`config.mk`:
```
export PLATFORM = sky130hd
export DESIGN_NAME = pbs_sequencer
export DESIGN_NICKNAME = d
export VERILOG_FILES = /design/src/rtl/pbs_pkg.sv /design/src/rtl/pbs_filter.sv /design/src/rtl/pbs_sequencer.sv /design/src/rtl/pbs_sync.sv
export SDC_FILE = /design/constraint.sdc
export NUM_CORES = 1
export LEC_CHECK = 0
export BUFFER_PORTS_ARGS = -buffer_cell sky130_fd_sc_hd__buf_2
export CAP_MARGIN = 20
export CELL_PAD_IN_SITES_DETAIL_PLACEMENT = 1
export CELL_PAD_IN_SITES_GLOBAL_PLACEMENT = 1
export CORE_MARGIN = 5
export CORE_UTILIZATION = 45
export DETAILED_ROUTE_END_ITERATION = 8
export GPL_TIMING_DRIVEN = 1
export HOLD_SLACK_MARGIN = 0.03
export PLACE_DENSITY = 0.78
export RECOVER_POWER = 100
export SYNTH_ARGS = -nofsm -noshare
export SYNTH_HDL_FRONTEND = slang
export SYNTH_SLANG_ARGS = --single-unit
```
`constraint.sdc`:
```
create_clock -name CLK_SYS_I -period 5.5 [get_ports CLK_SYS_I]
set_input_delay 1.1 -clock CLK_SYS_I [delete_from_list [all_inputs] [get_ports CLK_SYS_I]]
set_output_delay 1.1 -clock CLK_SYS_I [all_outputs]
set_load 0.02 [all_outputs]
```
`src/rtl/pbs_pkg.sv`:
```
// Purpose: Shared constants and types for the pushbutton power sequencer
// Assumes: 50 MHz system clock
// Notes:   Times are held in their own unit, cycle counts derived from them
package pbs_pkg;
  localparam int unsigned CLK_HZ           = 50000000;
  localparam int unsigned NS_PER_CYCLE     = 1000000000 / CLK_HZ;
  localparam int unsigned TURN_ON_DB_MS    = 32;
  localparam int unsigned TURN_OFF_DB_MS   = 32;
  localparam int unsigned REQ_MIN_MS       = 32;
  localparam int unsigned BLANK_MS         = 512;
  localparam int unsigned LOCKOUT_MS       = 256;
  localparam int unsigned FORCED_BASE_MS   = 64;
  localparam int unsigned KILL_MIN_US      = 30;
  localparam int unsigned PD_CYCLES        = 16;
  localparam int unsigned CYC_PER_MS       = CLK_HZ / 1000;
  localparam int unsigned TURN_ON_DB_CYC   = TURN_ON_DB_MS * CYC_PER_MS;
  localparam int unsigned TURN_OFF_DB_CYC  = TURN_OFF_DB_MS * CYC_PER_MS;
  localparam int unsigned REQ_MIN_CYC      = REQ_MIN_MS * CYC_PER_MS;
  localparam int unsigned BLANK_CYC        = BLANK_MS * CYC_PER_MS;
  localparam int unsigned LOCKOUT_CYC      = LOCKOUT_MS * CYC_PER_MS;
  localparam int unsigned FORCED_BASE_CYC  = FORCED_BASE_MS * CYC_PER_MS;
  // Shortest shutdown low that counts: round down, never below one cycle
  localparam int unsigned KILL_FILT_CYC    = (KILL_MIN_US * 1000) / NS_PER_CYCLE;
  localparam int unsigned TMR_W            = 32;

  typedef enum {
    PBS_IDLE,
    PBS_ON_QUAL,
    PBS_BLANK,
    PBS_REL_DB,
    PBS_MONITOR,
    PBS_OFF_DB,
    PBS_REQ_MIN,
    PBS_PD_TMR,
    PBS_REQ_HOLD,
    PBS_LOCKOUT
  } pbs_state_t;

  typedef struct packed {
    logic push_button_n;
    logic shutdown_n;
  } pbs_in_t;

  typedef struct packed {
    logic power_en;
    logic pd_req_n;
  } pbs_out_t;
endpackage

```
`src/rtl/pbs_filter.sv`:
```
// Purpose: Low-level qualifier, asserts after input stays low long enough
// Assumes: Input already synchronised
// Notes:   Any high level restarts the count
`timescale 1ns/10ps
module pbs_filter #(
  parameter int unsigned LEN = 1
) (
  input  wire logic clk_i,   // System clock
  input  wire logic rst_n_i, // Synchronous reset, active low
  input  wire logic d_n_i,   // Active-low level to qualify
  output logic      low_o    // High once d_n_i low for LEN cycles
);
  logic [31:0] cnt_r;

  always_ff @(posedge clk_i)
  begin
    if (!rst_n_i || d_n_i)
    begin
      cnt_r <= 32'h0000_0000;
      low_o <= 1'b0;
    end
    else if (cnt_r < 32'(LEN - 1))
      cnt_r <= cnt_r + 32'h0000_0001;
    else
      low_o <= 1'b1;
  end
endmodule

```
`src/rtl/pbs_sequencer.sv`:
```
// Purpose: Pushbutton power on/off sequencer with power-down request
// Assumes: Pins asynchronous to CLK_SYS_I; one clock domain
// Notes:   Long timers are parameters so simulation can shorten them
`timescale 1ns/10ps
module pbs_sequencer
  import pbs_pkg::*;
#(
  parameter bit          EN_ACTIVE_HIGH       = 1'b1,
  parameter int unsigned TURN_ON_EXTEND_CYC   = 0,
  parameter int unsigned POWER_DOWN_EXTEND_CYC = 0,
  parameter int unsigned TURN_ON_CYC          = pbs_pkg::TURN_ON_DB_CYC,
  parameter int unsigned TURN_OFF_CYC         = pbs_pkg::TURN_OFF_DB_CYC,
  parameter int unsigned REQ_CYC              = pbs_pkg::REQ_MIN_CYC,
  parameter int unsigned BLANK_LEN_CYC        = pbs_pkg::BLANK_CYC,
  parameter int unsigned LOCK_CYC             = pbs_pkg::LOCKOUT_CYC,
  parameter int unsigned FORCED_CYC           = pbs_pkg::FORCED_BASE_CYC,
  parameter int unsigned KILL_CYC             = pbs_pkg::KILL_FILT_CYC
) (
  input  wire logic CLK_SYS_I,          // 50 MHz system clock
  input  wire logic NRST_I,             // Synchronous reset, active low
  input  wire logic PUSH_BUTTON_N_I,    // Pushbutton pin, active low
  input  wire logic SHUTDOWN_N_I,       // Shutdown from processor, active low
  output logic      POWER_EN_O,         // Power enable, polarity by parameter
  output logic      PD_REQ_N_O,         // Power-down request, open drain level
  output logic      PD_REQ_N_OE_N_O     // Low while request pin is driven low
);
  import pbs_pkg::*;

  // Power-down timer runs base-excess plus 16 cycles of the extension period
  localparam int unsigned PD_PERIOD = (POWER_DOWN_EXTEND_CYC / PD_CYCLES) > 0 ?
                                      (POWER_DOWN_EXTEND_CYC / PD_CYCLES) : 1;
  localparam int unsigned PD_BASE   = FORCED_CYC - TURN_OFF_CYC - REQ_CYC;
  localparam int unsigned ON_TOTAL  = TURN_ON_CYC + TURN_ON_EXTEND_CYC;
  localparam int unsigned KILL_LEN  = KILL_CYC > 0 ? KILL_CYC : 1;

  pbs_in_t    pin_raw;
  pbs_in_t    pin_s;
  pbs_out_t   out_r;
  pbs_state_t state_r;
  pbs_state_t state_nxt;
  logic [TMR_W-1:0] tmr_r;
  logic [4:0]       pd_cyc_r;
  logic [TMR_W-1:0] pd_per_r;
  logic       kill_low;
  logic       qual_rst_n;
  logic       btn_on_low;
  logic       enable_nxt;
  logic       btn_prev_r;
  logic       btn_fell;

  assign pin_raw.push_button_n = PUSH_BUTTON_N_I;
  assign pin_raw.shutdown_n    = SHUTDOWN_N_I;

  pbs_sync #(.W(2)) u_sync (
    .clk_i   (CLK_SYS_I),
    .rst_n_i (NRST_I),
    .d_i     (pin_raw),
    .q_o     (pin_s)
  );

  // Filter restarts in every state other than idle/qualify
  assign qual_rst_n = NRST_I && (state_r == PBS_IDLE || state_r == PBS_ON_QUAL);

  pbs_filter #(.LEN(ON_TOTAL)) u_on_filt (
    .clk_i   (CLK_SYS_I),
    .rst_n_i (qual_rst_n),
    .d_n_i   (pin_s.push_button_n),
    .low_o   (btn_on_low)
  );

  // Short glitches on shutdown are rejected
  pbs_filter #(.LEN(KILL_LEN)) u_kill_filt (
    .clk_i   (CLK_SYS_I),
    .rst_n_i (NRST_I),
    .d_n_i   (pin_s.shutdown_n),
    .low_o   (kill_low)
  );

  // Pin idles high, so a reset value of high avoids a false press after reset
  always_ff @(posedge CLK_SYS_I)
  begin
    if (!NRST_I)
      btn_prev_r <= 1'b1;
    else
      btn_prev_r <= pin_s.push_button_n;
  end

  // A button still held after lockout must be released before a restart
  assign btn_fell = btn_prev_r && !pin_s.push_button_n;

  function automatic logic tmr_done(input logic [TMR_W-1:0] t, input int unsigned len);
    tmr_done = t >= TMR_W'(len > 0 ? len - 1 : 0);
  endfunction

  function automatic logic is_on(input pbs_state_t s);
    is_on = (s != PBS_IDLE) && (s != PBS_ON_QUAL) && (s != PBS_LOCKOUT);
  endfunction

  always_comb
  begin
    state_nxt = state_r;
    case (state_r)
      PBS_IDLE:
        if (btn_fell)
          state_nxt = PBS_ON_QUAL;
      PBS_ON_QUAL:
        if (pin_s.push_button_n)
          state_nxt = PBS_IDLE;
        else if (btn_on_low)
          state_nxt = PBS_BLANK;
      PBS_BLANK:
        if (tmr_done(tmr_r, BLANK_LEN_CYC))
          state_nxt = kill_low ? PBS_LOCKOUT : PBS_REL_DB;
      PBS_REL_DB:
        if (kill_low)
          state_nxt = PBS_LOCKOUT;
        else if (pin_s.push_button_n && tmr_done(tmr_r, TURN_OFF_CYC))
          state_nxt = PBS_MONITOR;
      PBS_MONITOR:
        if (kill_low)
          state_nxt = PBS_LOCKOUT;
        else if (!pin_s.push_button_n)
          state_nxt = PBS_OFF_DB;
      PBS_OFF_DB:
        if (kill_low)
          state_nxt = PBS_LOCKOUT;
        else if (pin_s.push_button_n)
          state_nxt = PBS_MONITOR;
        else if (tmr_done(tmr_r, TURN_OFF_CYC))
          state_nxt = PBS_REQ_MIN;
      PBS_REQ_MIN:
        if (kill_low)
          state_nxt = PBS_LOCKOUT;
        else if (tmr_done(tmr_r, REQ_CYC))
          state_nxt = pin_s.push_button_n ? PBS_REL_DB : PBS_PD_TMR;
      PBS_PD_TMR:
        if (kill_low)
          state_nxt = PBS_LOCKOUT;
        else if (pin_s.push_button_n)
          state_nxt = PBS_REL_DB;
        else if (tmr_done(tmr_r, PD_BASE) && pd_cyc_r == 5'(PD_CYCLES))
          state_nxt = PBS_REQ_HOLD;
      PBS_REQ_HOLD:
        state_nxt = PBS_LOCKOUT;
      PBS_LOCKOUT:
        if (tmr_done(tmr_r, LOCK_CYC))
          state_nxt = PBS_IDLE;
      default:
        state_nxt = PBS_IDLE;
    endcase
  end

  always_ff @(posedge CLK_SYS_I)
  begin
    if (!NRST_I)
      state_r <= PBS_IDLE;
    else
      state_r <= state_nxt;
  end

  // Shared interval timer restarts on every state change; a held button
  // also restarts it in PBS_REL_DB, so the release must stay high for the whole debounce
  always_ff @(posedge CLK_SYS_I)
  begin
    if (!NRST_I || state_nxt != state_r ||
        (state_r == PBS_REL_DB && !pin_s.push_button_n))
      tmr_r <= '0;
    else if (!tmr_done(tmr_r, 32'hFFFF_FFFF))
      tmr_r <= tmr_r + TMR_W'(1);
  end

  // Extension period counter, 16 periods after the fixed base
  always_ff @(posedge CLK_SYS_I)
  begin
    if (!NRST_I || state_r != PBS_PD_TMR)
    begin
      pd_per_r <= '0;
      pd_cyc_r <= 5'h00;
    end
    else if (!tmr_done(tmr_r, PD_BASE))
    begin
      pd_per_r <= '0;
    end
    else if (POWER_DOWN_EXTEND_CYC == 0)
      pd_cyc_r <= 5'(PD_CYCLES);
    else if (pd_cyc_r != 5'(PD_CYCLES))
    begin
      if (pd_per_r >= TMR_W'(PD_PERIOD - 1))
      begin
        pd_per_r <= '0;
        pd_cyc_r <= pd_cyc_r + 5'h01;
      end
      else
        pd_per_r <= pd_per_r + TMR_W'(1);
    end
  end

  assign enable_nxt = is_on(state_nxt) && state_nxt != PBS_REQ_HOLD;

  always_ff @(posedge CLK_SYS_I)
  begin
    if (!NRST_I)
    begin
      out_r.power_en <= 1'b0;
      out_r.pd_req_n <= 1'b1;
    end
    else
    begin
      out_r.power_en <= enable_nxt;
      out_r.pd_req_n <= !(state_nxt == PBS_REQ_MIN || state_nxt == PBS_PD_TMR);
    end
  end

  assign POWER_EN_O      = EN_ACTIVE_HIGH ? out_r.power_en : !out_r.power_en;
  assign PD_REQ_N_O      = 1'b0;
  assign PD_REQ_N_OE_N_O = out_r.pd_req_n;

  logic [TMR_W-1:0] blank_cnt_r;
  always_ff @(posedge CLK_SYS_I)
  begin
    if (!NRST_I || !out_r.power_en)
      blank_cnt_r <= '0;
    else if (blank_cnt_r != '1)
      blank_cnt_r <= blank_cnt_r + TMR_W'(1);
  end
endmodule

```
`src/rtl/pbs_sync.sv`:
```
// Purpose: Two-flop synchroniser for asynchronous pin levels
// Assumes: Inputs idle high after power-up
// Notes:   First stage feeds only the second stage
`timescale 1ns/10ps
module pbs_sync #(
  parameter int W = 2
) (
  input  wire logic         clk_i,  // System clock
  input  wire logic         rst_n_i, // Synchronous reset, active low
  input  wire logic [W-1:0] d_i,    // Asynchronous inputs
  output logic      [W-1:0] q_o     // Synchronised inputs
);
  logic [W-1:0] meta_r;

  always_ff @(posedge clk_i)
  begin
    if (!rst_n_i)
    begin
      meta_r <= '1;
      q_o    <= '1;
    end
    else
    begin
      meta_r <= d_i;
      q_o    <= meta_r;
    end
  end
endmodule

```
Word level (Yosys, flattened, before mapping)
Cells that the tools add are included. Widths: inputs -> output; s select.

$add $sub $neg: 3. Order comparisons: 7. Eq/ne operators: 18. Multiplexer cells: 20. Reductions and logical operators: 22.

Operators by type and width (count): $mux 32 (17); $pmux 32 s10 (1); $eq 32x3->1 const B (5); $eq 32x4->1 const B (4); $add 32x1->32 const B (3); $eq 32x2->1 const B (3); $logic_not 32->1 (2); $ne 32x5->1 const B (2); $eq 32x1->1 const B (1); $ge 32x1->1 const B (1); $ge 32x21->1 const B (1); $ge 32x24->1 const B (1); $ge 32x25->1 const B (1); $ge 32x32->1 const B (1); $lt 32x11->1 const B (1); $lt 32x21->1 const B (1); $ne 32x2->1 const B (1); $ne 32x32->1 (1); $ne 32x4->1 const B (1); $reduce_bool 32->1 (1); $logic_and 1x1->1 (8); $logic_or 1x1->1 (7); $logic_not 1->1 (4); $mux 4 (1); $mux 3 (1).

Flip-flop bits (word level): 138. Input bits: 4. Word-level logic and storage cells: 82.

Longest topological paths before layout
Gate-level depths: netlist (run 1).

Depth in word-level cells: 10. Gate-level depth with buffers: 12.

Hierarchy
Synthesis (run 1) repeated with hierarchy kept, for this count alone.

Cell total of the unflattened synthesis: 648. Area, all modules: 5994.5 um^2.

By module, submodules not included: pbs_sequencer (times used 1, cells each 357, area an instance 3240.6 um^2, seq. area each 1361.3 um^2); pbs_filter at u_on_filt (times used 1, cells each 162, area an instance 1462.7 um^2, seq. area each 660.6 um^2); pbs_filter at u_kill_filt (times used 1, cells each 121, area an instance 1186.1 um^2, seq. area each 660.6 um^2); pbs_sync (times used 1, cells each 8, area an instance 105.1 um^2, seq. area each 80.1 um^2).

Worst setup path before layout (run 1)
OpenSTA, ideal clock, no wires.

Kind: flip-flop to flip-flop. Start: reg tmr_r[1]. End: reg tmr_r[11]. Setup time: 0.124 ns. Arrival: 2.663 ns. Required time: 5.376 ns. Slack: 2.713 ns. Cell stages (with the launch flop): 13. Cells stage by stage: dfxtp_1 -> ha_1 -> clkbuf_1 -> nand4bb_1 -> or4_1 -> a31oi_1 -> or2_1 -> buf_6 -> o21ai_0 -> a221oi_2 -> xnor2_1 -> buf_2 -> nor3_2.

Word-level cells in the longest chain between the ends: 9. Elaborated cells between the ends (all ways): 24.

Ends and longest elaborated chain: start, declared (line pbs_sequencer.sv:41) `logic [TMR_W-1:0] tmr_r;`; start signal, assigned (line pbs_sequencer.sv:169) `tmr_r <= tmr_r + TMR_W'(1);`; $ge 32x1->1 (line pbs_sequencer.sv:92) `tmr_done = t >= TMR_W'(len > 0 ? len - 1 : 0);`; $logic_and 1x1->1 (line pbs_sequencer.sv:141) `else if (tmr_done(tmr_r, PD_BASE) && pd_cyc_r == 5'(PD_CYCLES))`; $mux 32 (line pbs_sequencer.sv:141); $mux 32 (line pbs_sequencer.sv:139) `else if (pin_s.push_button_n)`; $mux 32 (line pbs_sequencer.sv:137) `if (kill_low)`; $pmux 32 s10 (line pbs_sequencer.sv:102) `case (state_r)`; $ne 32x32->1 (line pbs_sequencer.sv:165) `if (!NRST_I || state_nxt != state_r ||`; $logic_or 1x1->1 (2 in a row) (line pbs_sequencer.sv:165).

Parallel ways exist; a longest one is shown, timed or not. A chain may end at the register's enable or synchronous reset.

Final worst setup path (run 1)
Start: reg tmr_r[3]. End: reg tmr_r[19].

The elaborated chain is that of the path after synthesis.

==> key figures, run 1 <==
Drt
  – Via count: 4,428
  – Via density per instance: 5.43
  – DR WL/cell: 16.0 um
  – Residual DRC count: 0
  – DRT antenna net count: 0
  – Drt first pass iters: 4
  – Post-Route WL: 13.1 mm
  – Initial DRC Count: 236

Setup path
  – CP Max Fanout: 32
  – Worst R2R Setup Slack: 2.15 ns
  – Cells on worst reg2reg path: 9
  – Worst Path Arrival: 3.63 ns
  – Slowest cell on crit path: or4_1
  – Worst path max stage delay: 0.60 ns
  – CP Class: flop to flop
  – Worst r2r src: tmr_r[3]
  – CP bufs+invs: 1
  – Reg2reg end: tmr_r[19]
  – Top delay family on crit path: simple AND/OR/NAND/NOR gates
  – Critical path data required time: 5.78 ns
  – Crit start category: flop
  – Worst setup EP type: flop
  – CP Cell Sequence: nand4_1 > or4_1 > a31oi_1 > or2_0 > o21ai_0 > a221oi_1 > xnor2_2 > buf_4 > nor3_1

Clock tree
  – CTS Buf Count: 17
  – Sinks on Clock Net: 138
  – Clk slew on worst S/H paths: 0.06 ns
  – Hold buffers post-CTS: 0
  – CTS Root Cell: clkbuf_16
  – Latest clock arrival within the worst-skew pair: 0.42 ns
  – CTS tree: done
  – Clock Path Buffers: 2
  – CTS HTree Levels: 4
  – # resized after CTS: 0
  – Post-CTS Setup Bufs: 0

Job
  – Max_cap viols: 0

Power and ir drop
  – Cell Pwr Density: 342 nW/um^2
  – Leakage power: 2.28 nW
  – VDD IR max: 0.215 mV

STA
  – Clock skew: 0.00715 ns
  – Top achievable clock speed: 299 MHz
  – Slew at the pin closest to its max-slew limit: 1.00 ns
  – Final Max Slew Viols: 0
  – Setup TNS: 0 ns
  – RSZ-0062 raised after global routing: no
  – Final Hold Fails: 0
  – Final setup violation count: 0
  – Slew HR: 0.327
  – Final worst path period share: 0.609
  – Final worst path period need: 3.35 ns

Yosys
  – Post-Synth Adder-Cell Area: 0.00874
  – Post-synth EDFFs: 0
  – Avg Inst Size Synth: 9.49 sq um
  – Synthesized flop and latch total: 138
  – Async set-reset flop share out of synthesis: 0
  – Sequential fraction of the synthesis area: 0.483
  – Synth Area in XOR/XNOR: 0.0918
  – Synth Cell Area: 5720 sq um
  – Synth unique cells: 59
  – Largest family of logic cells by synthesized area: simple AND/OR/NAND/NOR gates
  – Synth Area in Simple Gates: 0.306
  – Compound-Gate Fraction of Synth Area: 0.0721
  – Synth Flop Type: dfxtp_1
  – Yosys warns: 0
  – Mux share of post-synthesis cell area: 0.00525
  – Syn Inst Count: 603

GRT
  – GRT Util Overall: 0.188
  – GRT overflow: 0
  – Initial antenna violation count: 0
  – First-pass GRT wire length: 22.3 mm
  – Vias in the first global route: 4,700
  – Largest net degree at the start of global routing: 33

Placement
  – GPL Wtd Cong: 0.839
  – Placed cell count: 783
  – Final HPWL DP: 8.71 mm
  – PortBufs: 5

Min path
  – Hold Crit Depth: 1
  – Hold WC Path Type: flop to flop
  – Hold_sp: u_sync.meta_r[1]
  – Hold Path Sink: u_sync.q_o[1]

Floorplanning
  – Placeable Area: 12,600 sq um
  – Core Rows: 41
  – I/O pin cnt: 7
  – Die Width: 123 um
  – Initial core utilization: 0.455
  – Die Y: 123 um
  – Die area: 15,100 sq um

Finish
  – Commonest non-fill, non-tap cell in the layout: dfxtp_1
  – Non-filler instance count after layout: 816
  – Area grow syn2layout: 11.7%
  – Final-layout fill cell count: 1,457
  – Nets: 639
  – Diode count: 0
  – Most frequent cells in the layout: dfxtp_1, nor2_1, nor3_1
  – Layout cells sized above 1: 0.0652

Run status
  – Status: finished, final reports clean
[sequential cells by signal, indices dropped and copies added, names as in the netlist]
register / cells
u_on_filt.low_o: 1
state_r: 32
u_kill_filt.low_o: 1
tmr_r: 32
u_sync.meta_r: 2
u_on_filt.cnt_r: 32
POWER_EN_O: 1
pd_cyc_r: 1
u_kill_filt.cnt_r: 32
u_sync.q_o: 2
btn_prev_r: 1
PD_REQ_N_OE_N_O: 1
[per-layer routing]
layer  wire length, um  GRT usage
met1              5620      0.210
met2              6770      0.331
met3               446     0.0622
met4               221     0.0672
met5                 0          0
[cell usage after synthesis (2+ instances only)]
library cell / number / area [sq um]
o21a_1: 4 / 30.0
a32oi_1: 2 / 17.5
or2_2: 3 / 18.8
nor3b_1: 2 / 15.0
xnor2_1: 23 / 201
nand4bb_1: 2 / 22.5
mux2i_1: 3 / 30.0
nand2b_1: 9 / 56.3
nand2_1: 39 / 146
a31oi_1: 2 / 12.5
a21oi_1: 10 / 50.1
a41oi_1: 2 / 17.5
a211o_1: 2 / 17.5
o211ai_1: 4 / 30.0
buf_2: 3 / 15.0
nand3_1: 28 / 140
xor2_1: 37 / 324
or3_1: 3 / 18.8
o21ai_0: 12 / 60.1
nor3_1: 16 / 80.1
or4_1: 2 / 15.0
buf_6: 4 / 45.0
nor2_1: 60 / 225
and2_1: 26 / 163
nor4_1: 23 / 144
nor3_2: 29 / 290
inv_1: 13 / 48.8
dfxtp_1: 138 / 2760
and3_1: 15 / 93.8
ha_1: 4 / 50.1
and4_1: 8 / 70.1
nand4_1: 21 / 131
o32a_1: 2 / 20.0
nor3_4: 2 / 32.5
clkbuf_1: 18 / 67.6
nor2b_1: 7 / 43.8
a32o_1: 2 / 20.0
a211oi_1: 2 / 15.0
[layout make-up]
| class | instances | area [sq um] | area share |
|---|---|---|---|
| Tap cell | 172 | 215 | 0.0337 |
| Sequential cell | 138 | 2760 | 0.432 |
| Timing Repair Buffer | 8 | 40.0 | 0.00626 |
| Multi-Input combinational cell | 453 | 2720 | 0.426 |
| Clock buffer | 21 | 460 | 0.0720 |
| Inverter | 13 | 48.8 | 0.00763 |
| Clock inverter | 11 | 144 | 0.0225 |
[metrics by stage]
stage | setup slack, ns | utilization | area [sq um] | total power [W] | hold WS, ns
after CTS | 2.26 | 0.522 | 6560 | 0.00222 | 0.417
after global placement | 2.39 | 0.474 | 5950 | 0.00105 | 0.411
after detailed placement | 2.19 | 0.474 | 5950 | 0.00105 | 0.403
after global routing | 1.87 | 0.509 | 6390 | 0.00226 | 0.433
after floorplan | 2.71 | - | 5830 | 0.00105 | 0.386
final | 2.15 | 0.509 | 6390 | 0.00219 | 0.416
[where the power goes]
part           switching, W  internal [W]
Combinational    0.00000887    0.00000407
Sequential       0.00000491       0.00101
Clock              0.000421      0.000736
[worst max-delay path by stage]
| stage | to | cells after the start | start | slack, ns |
|---|---|---|---|---|
| after CTS | tmr_r[19] | 10 | tmr_r[0] | 2.26 |
| after floorplan | tmr_r[11] | 12 | tmr_r[1] | 2.71 |
| final | tmr_r[19] | 9 | tmr_r[3] | 2.15 |
| after global routing | tmr_r[1] | 10 | tmr_r[1] | 1.87 |
| after global placement | u_on_filt.low_o | 5 | NRST_I | 2.39 |
| after detailed placement | u_on_filt.low_o | 5 | NRST_I | 2.19 |
[kinds of logic (layout without fill, tap and decap cells)]
logic type | after synthesis | count (layout)
simple gates | 300 | 300
flops | 138 | 138
xor+xnor | 60 | 60
compound gates | 57 | 57
buf+inv | 40 | 53
fa+ha+maj | 4 | 4
mux | 3 | 3
other cells | 1 | 29
Power figures use the tool's default switching activity.
==> run 2, diff against run 1 <==
--- a/config.mk
+++ b/config.mk
@@ -5,6 +5,7 @@
 export SDC_FILE = /design/constraint.sdc
 export NUM_CORES = 1
 export LEC_CHECK = 0
+export ABC_AREA = 1
 export BUFFER_PORTS_ARGS = -buffer_cell sky130_fd_sc_hd__buf_2
 export CAP_MARGIN = 20
 export CELL_PAD_IN_SITES_DETAIL_PLACEMENT = 1
@@ -14,7 +15,7 @@
 export DETAILED_ROUTE_END_ITERATION = 8
 export GPL_TIMING_DRIVEN = 1
 export HOLD_SLACK_MARGIN = 0.03
-export PLACE_DENSITY = 0.78
+export PLACE_DENSITY = 0.82
 export RECOVER_POWER = 100
 export SYNTH_ARGS = -nofsm -noshare
 export SYNTH_HDL_FRONTEND = slang
==> constraint.sdc (replaced) <==
create_clock -name CLK_SYS_I -period 3.17 [get_ports CLK_SYS_I]
set_input_delay 0.634 -clock CLK_SYS_I [delete_from_list [all_inputs] [get_ports CLK_SYS_I]]
set_output_delay 0.634 -clock CLK_SYS_I [all_outputs]
set_load 0.02 [all_outputs]
==> key figures, run 2 <==
Clock tree
  – Post-CTS Setup Bufs: 0 (unchanged)
  – Latest clock arrival within the worst-skew pair: 0.43 ns (about the same)
  – CTS Buf Count: 17 (unchanged)
  – # resized after CTS: 0 (unchanged)
  – CTS tree: done
  – Sinks on Clock Net: 138 (unchanged)
  – Clk slew on worst S/H paths: 0.06 ns (about the same)
  – CTS Root Cell: clkbuf_16
  – Hold buffers post-CTS: 0 (unchanged)
  – Clock Path Buffers: 2 (unchanged)
  – CTS HTree Levels: 4 (unchanged)

GRT
  – GR peak layer: met2
  – Initial antenna violation count: 0 (unchanged)
  – First-pass GRT wire length: 28.8 mm (+29%)
  – Met3 GRT Util: 0.0408 (-0.0214)
  – GRT overflow: 0 (unchanged)
  – GRT met2 Usage: 0.356 (+0.0251)
  – Vias in the first global route: 6,198 (+32%)
  – GRT Util Overall: 0.198 (+0.0101)
  – Largest net degree at the start of global routing: 33 (unchanged)
  – GR Util met1: 0.239 (+0.0287)

Placement
  – Final HPWL DP: 12.0 mm (+38%)
  – GPL Wtd Cong: 0.869 (+3.5%)
  – PortBufs: 5 (unchanged)

Yosys
  – Sequential fraction of the synthesis area: 0.414 (-0.0684)
  – Synthesized flop and latch total: 138 (unchanged)
  – Syn Inst Count: 923 (+53%)
  – Synth Flop Type: dfxtp_1
  – Post-synth top cells: nor2_1, nand2_1, dfxtp_1
  – Avg Inst Size Synth: 7.23 sq um (-24%)
  – Async set-reset flop share out of synthesis: 0 (unchanged)
  – Synth unique cells: 44 (-25%)
  – Post-synth top area cell: dfxtp_1
  – Post-synth EDFFs: 0 (unchanged)
  – Yosys warns: 0 (unchanged)
  – Synth Cell Area: 6670 sq um (+17%)
  – Most frequent cell after synthesis: nor2_1
  – Share of the synthesized area in the top cell type: 0.414 (-0.0684)
  – Synth area leaders: dfxtp_1, nor2_1, nand2_1, inv_1, nor3_2

Min path
  – Hold Crit Depth: 2 (+1)
  – Hold_sp: SHUTDOWN_N_I
  – Hold WC Path Type: input port to flop
  – Hold Path Sink: u_sync.meta_r[0]

Setup path
  – Top delay family on crit path: simple AND/OR/NAND/NOR gates
  – Cells on worst reg2reg path: 13 (+4)
  – Slowest cell on crit path: nand3_4
  – Worst r2r src: state_r[25]
  – Worst path max stage delay: 0.37 ns (-0.23 ns)
  – Critical path data required time: 3.49 ns (-2.29 ns)
  – Crit start category: flop
  – Worst Path Arrival: 2.94 ns (-0.69 ns)
  – CP Class: flop to flop
  – Worst R2R Setup Slack: 0.55 ns (-1.60 ns)
  – CP bufs+invs: 0 (-1)
  – Reg2reg end: tmr_r[11]
  – CP Cell Sequence: nor2_2 > nand2_1 > nor2_1 > nand2_1 > nor2_8 > nand2_1 > nor2_1 > nand2_1 > nand4_1 > nand2_1 > nand4_1 > nand3_4 > nor3_1
  – Worst setup EP type: flop
  – CP Max Fanout: 32 (unchanged)
  – Most frequent CP cell: nand2_1

Floorplanning
  – Die Width: 132 um (+7.3%)
  – Placeable Area: 14,500 sq um (+16%)
  – Core Rows: 44 (+7.3%)
  – Die Y: 132 um (+7.3%)
  – I/O pin cnt: 7 (unchanged)
  – Initial core utilization: 0.459 (+0.00340)
  – Die area: 17,400 sq um (+15%)

Drt
  – Via density per instance: 5.11 (-5.9%)
  – Initial DRC Count: 245 (+3.8%)
  – Drt first pass iters: 4 (unchanged)
  – Via count: 5,909 (+33%)
  – Post-Route WL: 16.6 mm (+27%)
  – DRT antenna net count: 0 (unchanged)
  – Residual DRC count: 0 (unchanged)
  – DR WL/cell: 14.4 um (-10%)

STA
  – Final Max Slew Viols: 0 (unchanged)
  – Setup TNS: 0 ns (unchanged)
  – Top achievable clock speed: 382 MHz (+28%)
  – Hold WS: 0.388 ns (-0.0277 ns)
  – Slew HR: 0.576 (+0.249)
  – Clock skew: 0.0124 ns (+0.00520 ns)
  – Final Hold Fails: 0 (unchanged)
  – Final worst path period share: 0.826 (+0.217)
  – RSZ-0062 raised after global routing: no
  – Final setup violation count: 0 (unchanged)
  – Slew at the pin closest to its max-slew limit: 0.636 ns (-0.365 ns)
  – Final worst path period need: 2.62 ns (-0.731 ns)

Finish
  – Layout cells sized above 1: 0.0678 (+0.00261)
  – Commonest non-fill, non-tap cell in the layout: nor2_1
  – Final Core Density: 0.508 (-0.00105)
  – Nets: 969 (+52%)
  – Area grow syn2layout: 10.6%
  – Diode count: 0 (unchanged)
  – Most frequent cells in the layout: nor2_1, nand2_1, dfxtp_1

Run status
  – Status: finished, final reports clean

Power and ir drop
  – Leakage power: 2.81 nW (+24%)
  – Cell Pwr Density: 524 nW/um^2 (+53%)
  – VDD IR max: 0.384 mV (+79%)

Job
  – Max_cap viols: 0 (unchanged)
run 2: worst register-to-register path, cell delays in order (launching register included):
cell and delay, ns:
dfxtp_1 0.31, nor2_2 0.12, nand2_1 0.08, nor2_1 0.14, nand2_1 0.18, nor2_8 0.26
nand2_1 0.09, nor2_1 0.17, nand2_1 0.12, nand4_1 0.08, nand2_1 0.09, nand4_1 0.14
nand3_4 0.38, nor3_1 0.36
run 2: worst max-delay path by stage:
stage / from / to / cells past startpoint
floorplan: tmr_r[1] / tmr_r[10] / 17
global placement: state_r[15] / tmr_r[31] / 13
detailed placement: state_r[15] / tmr_r[0] / 13
CTS: state_r[25] / tmr_r[11] / 13
global route: state_r[25] / tmr_r[13] / 13
finish: state_r[25] / tmr_r[11] / 13
run 2: kinds of logic (layout without fill, tap and decap cells):
kind of cell,after synthesis,count (layout),share of synthesized area
and+or+nand+nor,524,524,0.375
AOI/OAI and AO/OA,79,79,0.0659
adders and majority gates,4,4,0.00750
xor gates and xnor gates,33,33,0.0433
buffers and inverters,144,166,0.0931
other,1,29,0.000562
DFF,138,138,0.414
run 2: where the power goes:
group	switching, W	internal (W)
Combinational	0.0000242	0.00000943
Sequential	0.00000944	0.00176
Clock	0.000778	0.00129
Total	0.000812	0.00306
run 2: final cells by class:
type	instances	area [sq um]
Tap cell	184	230
Inverter	123	463
Fill cell	1934	7160
Clock buffer	20	457
Sequential cell	138	2760
Timing Repair Buffer	12	75.1
Clock inverter	11	160
Multi-Input combinational cell	669	3230
run 2: stage by stage:
stage	worst slack [ns]	area, sq um	std cells	total power [W]
floorplan	1.24	6770	951	0.00183
global placement	0.687	6940	1126	0.00184
detailed placement	0.568	6940	1126	0.00184
CTS	0.518	7560	1157	0.00392
global route	0.237	7380	1157	0.00401
finish	0.552	7380	1157	0.00387
run 2: metal layers:
layer	vias to the layer above	wire [um]
li1	3009	-
met1	2818	7620
met2	59	8450
met5	-	0
met3	23	356
met4	0	187
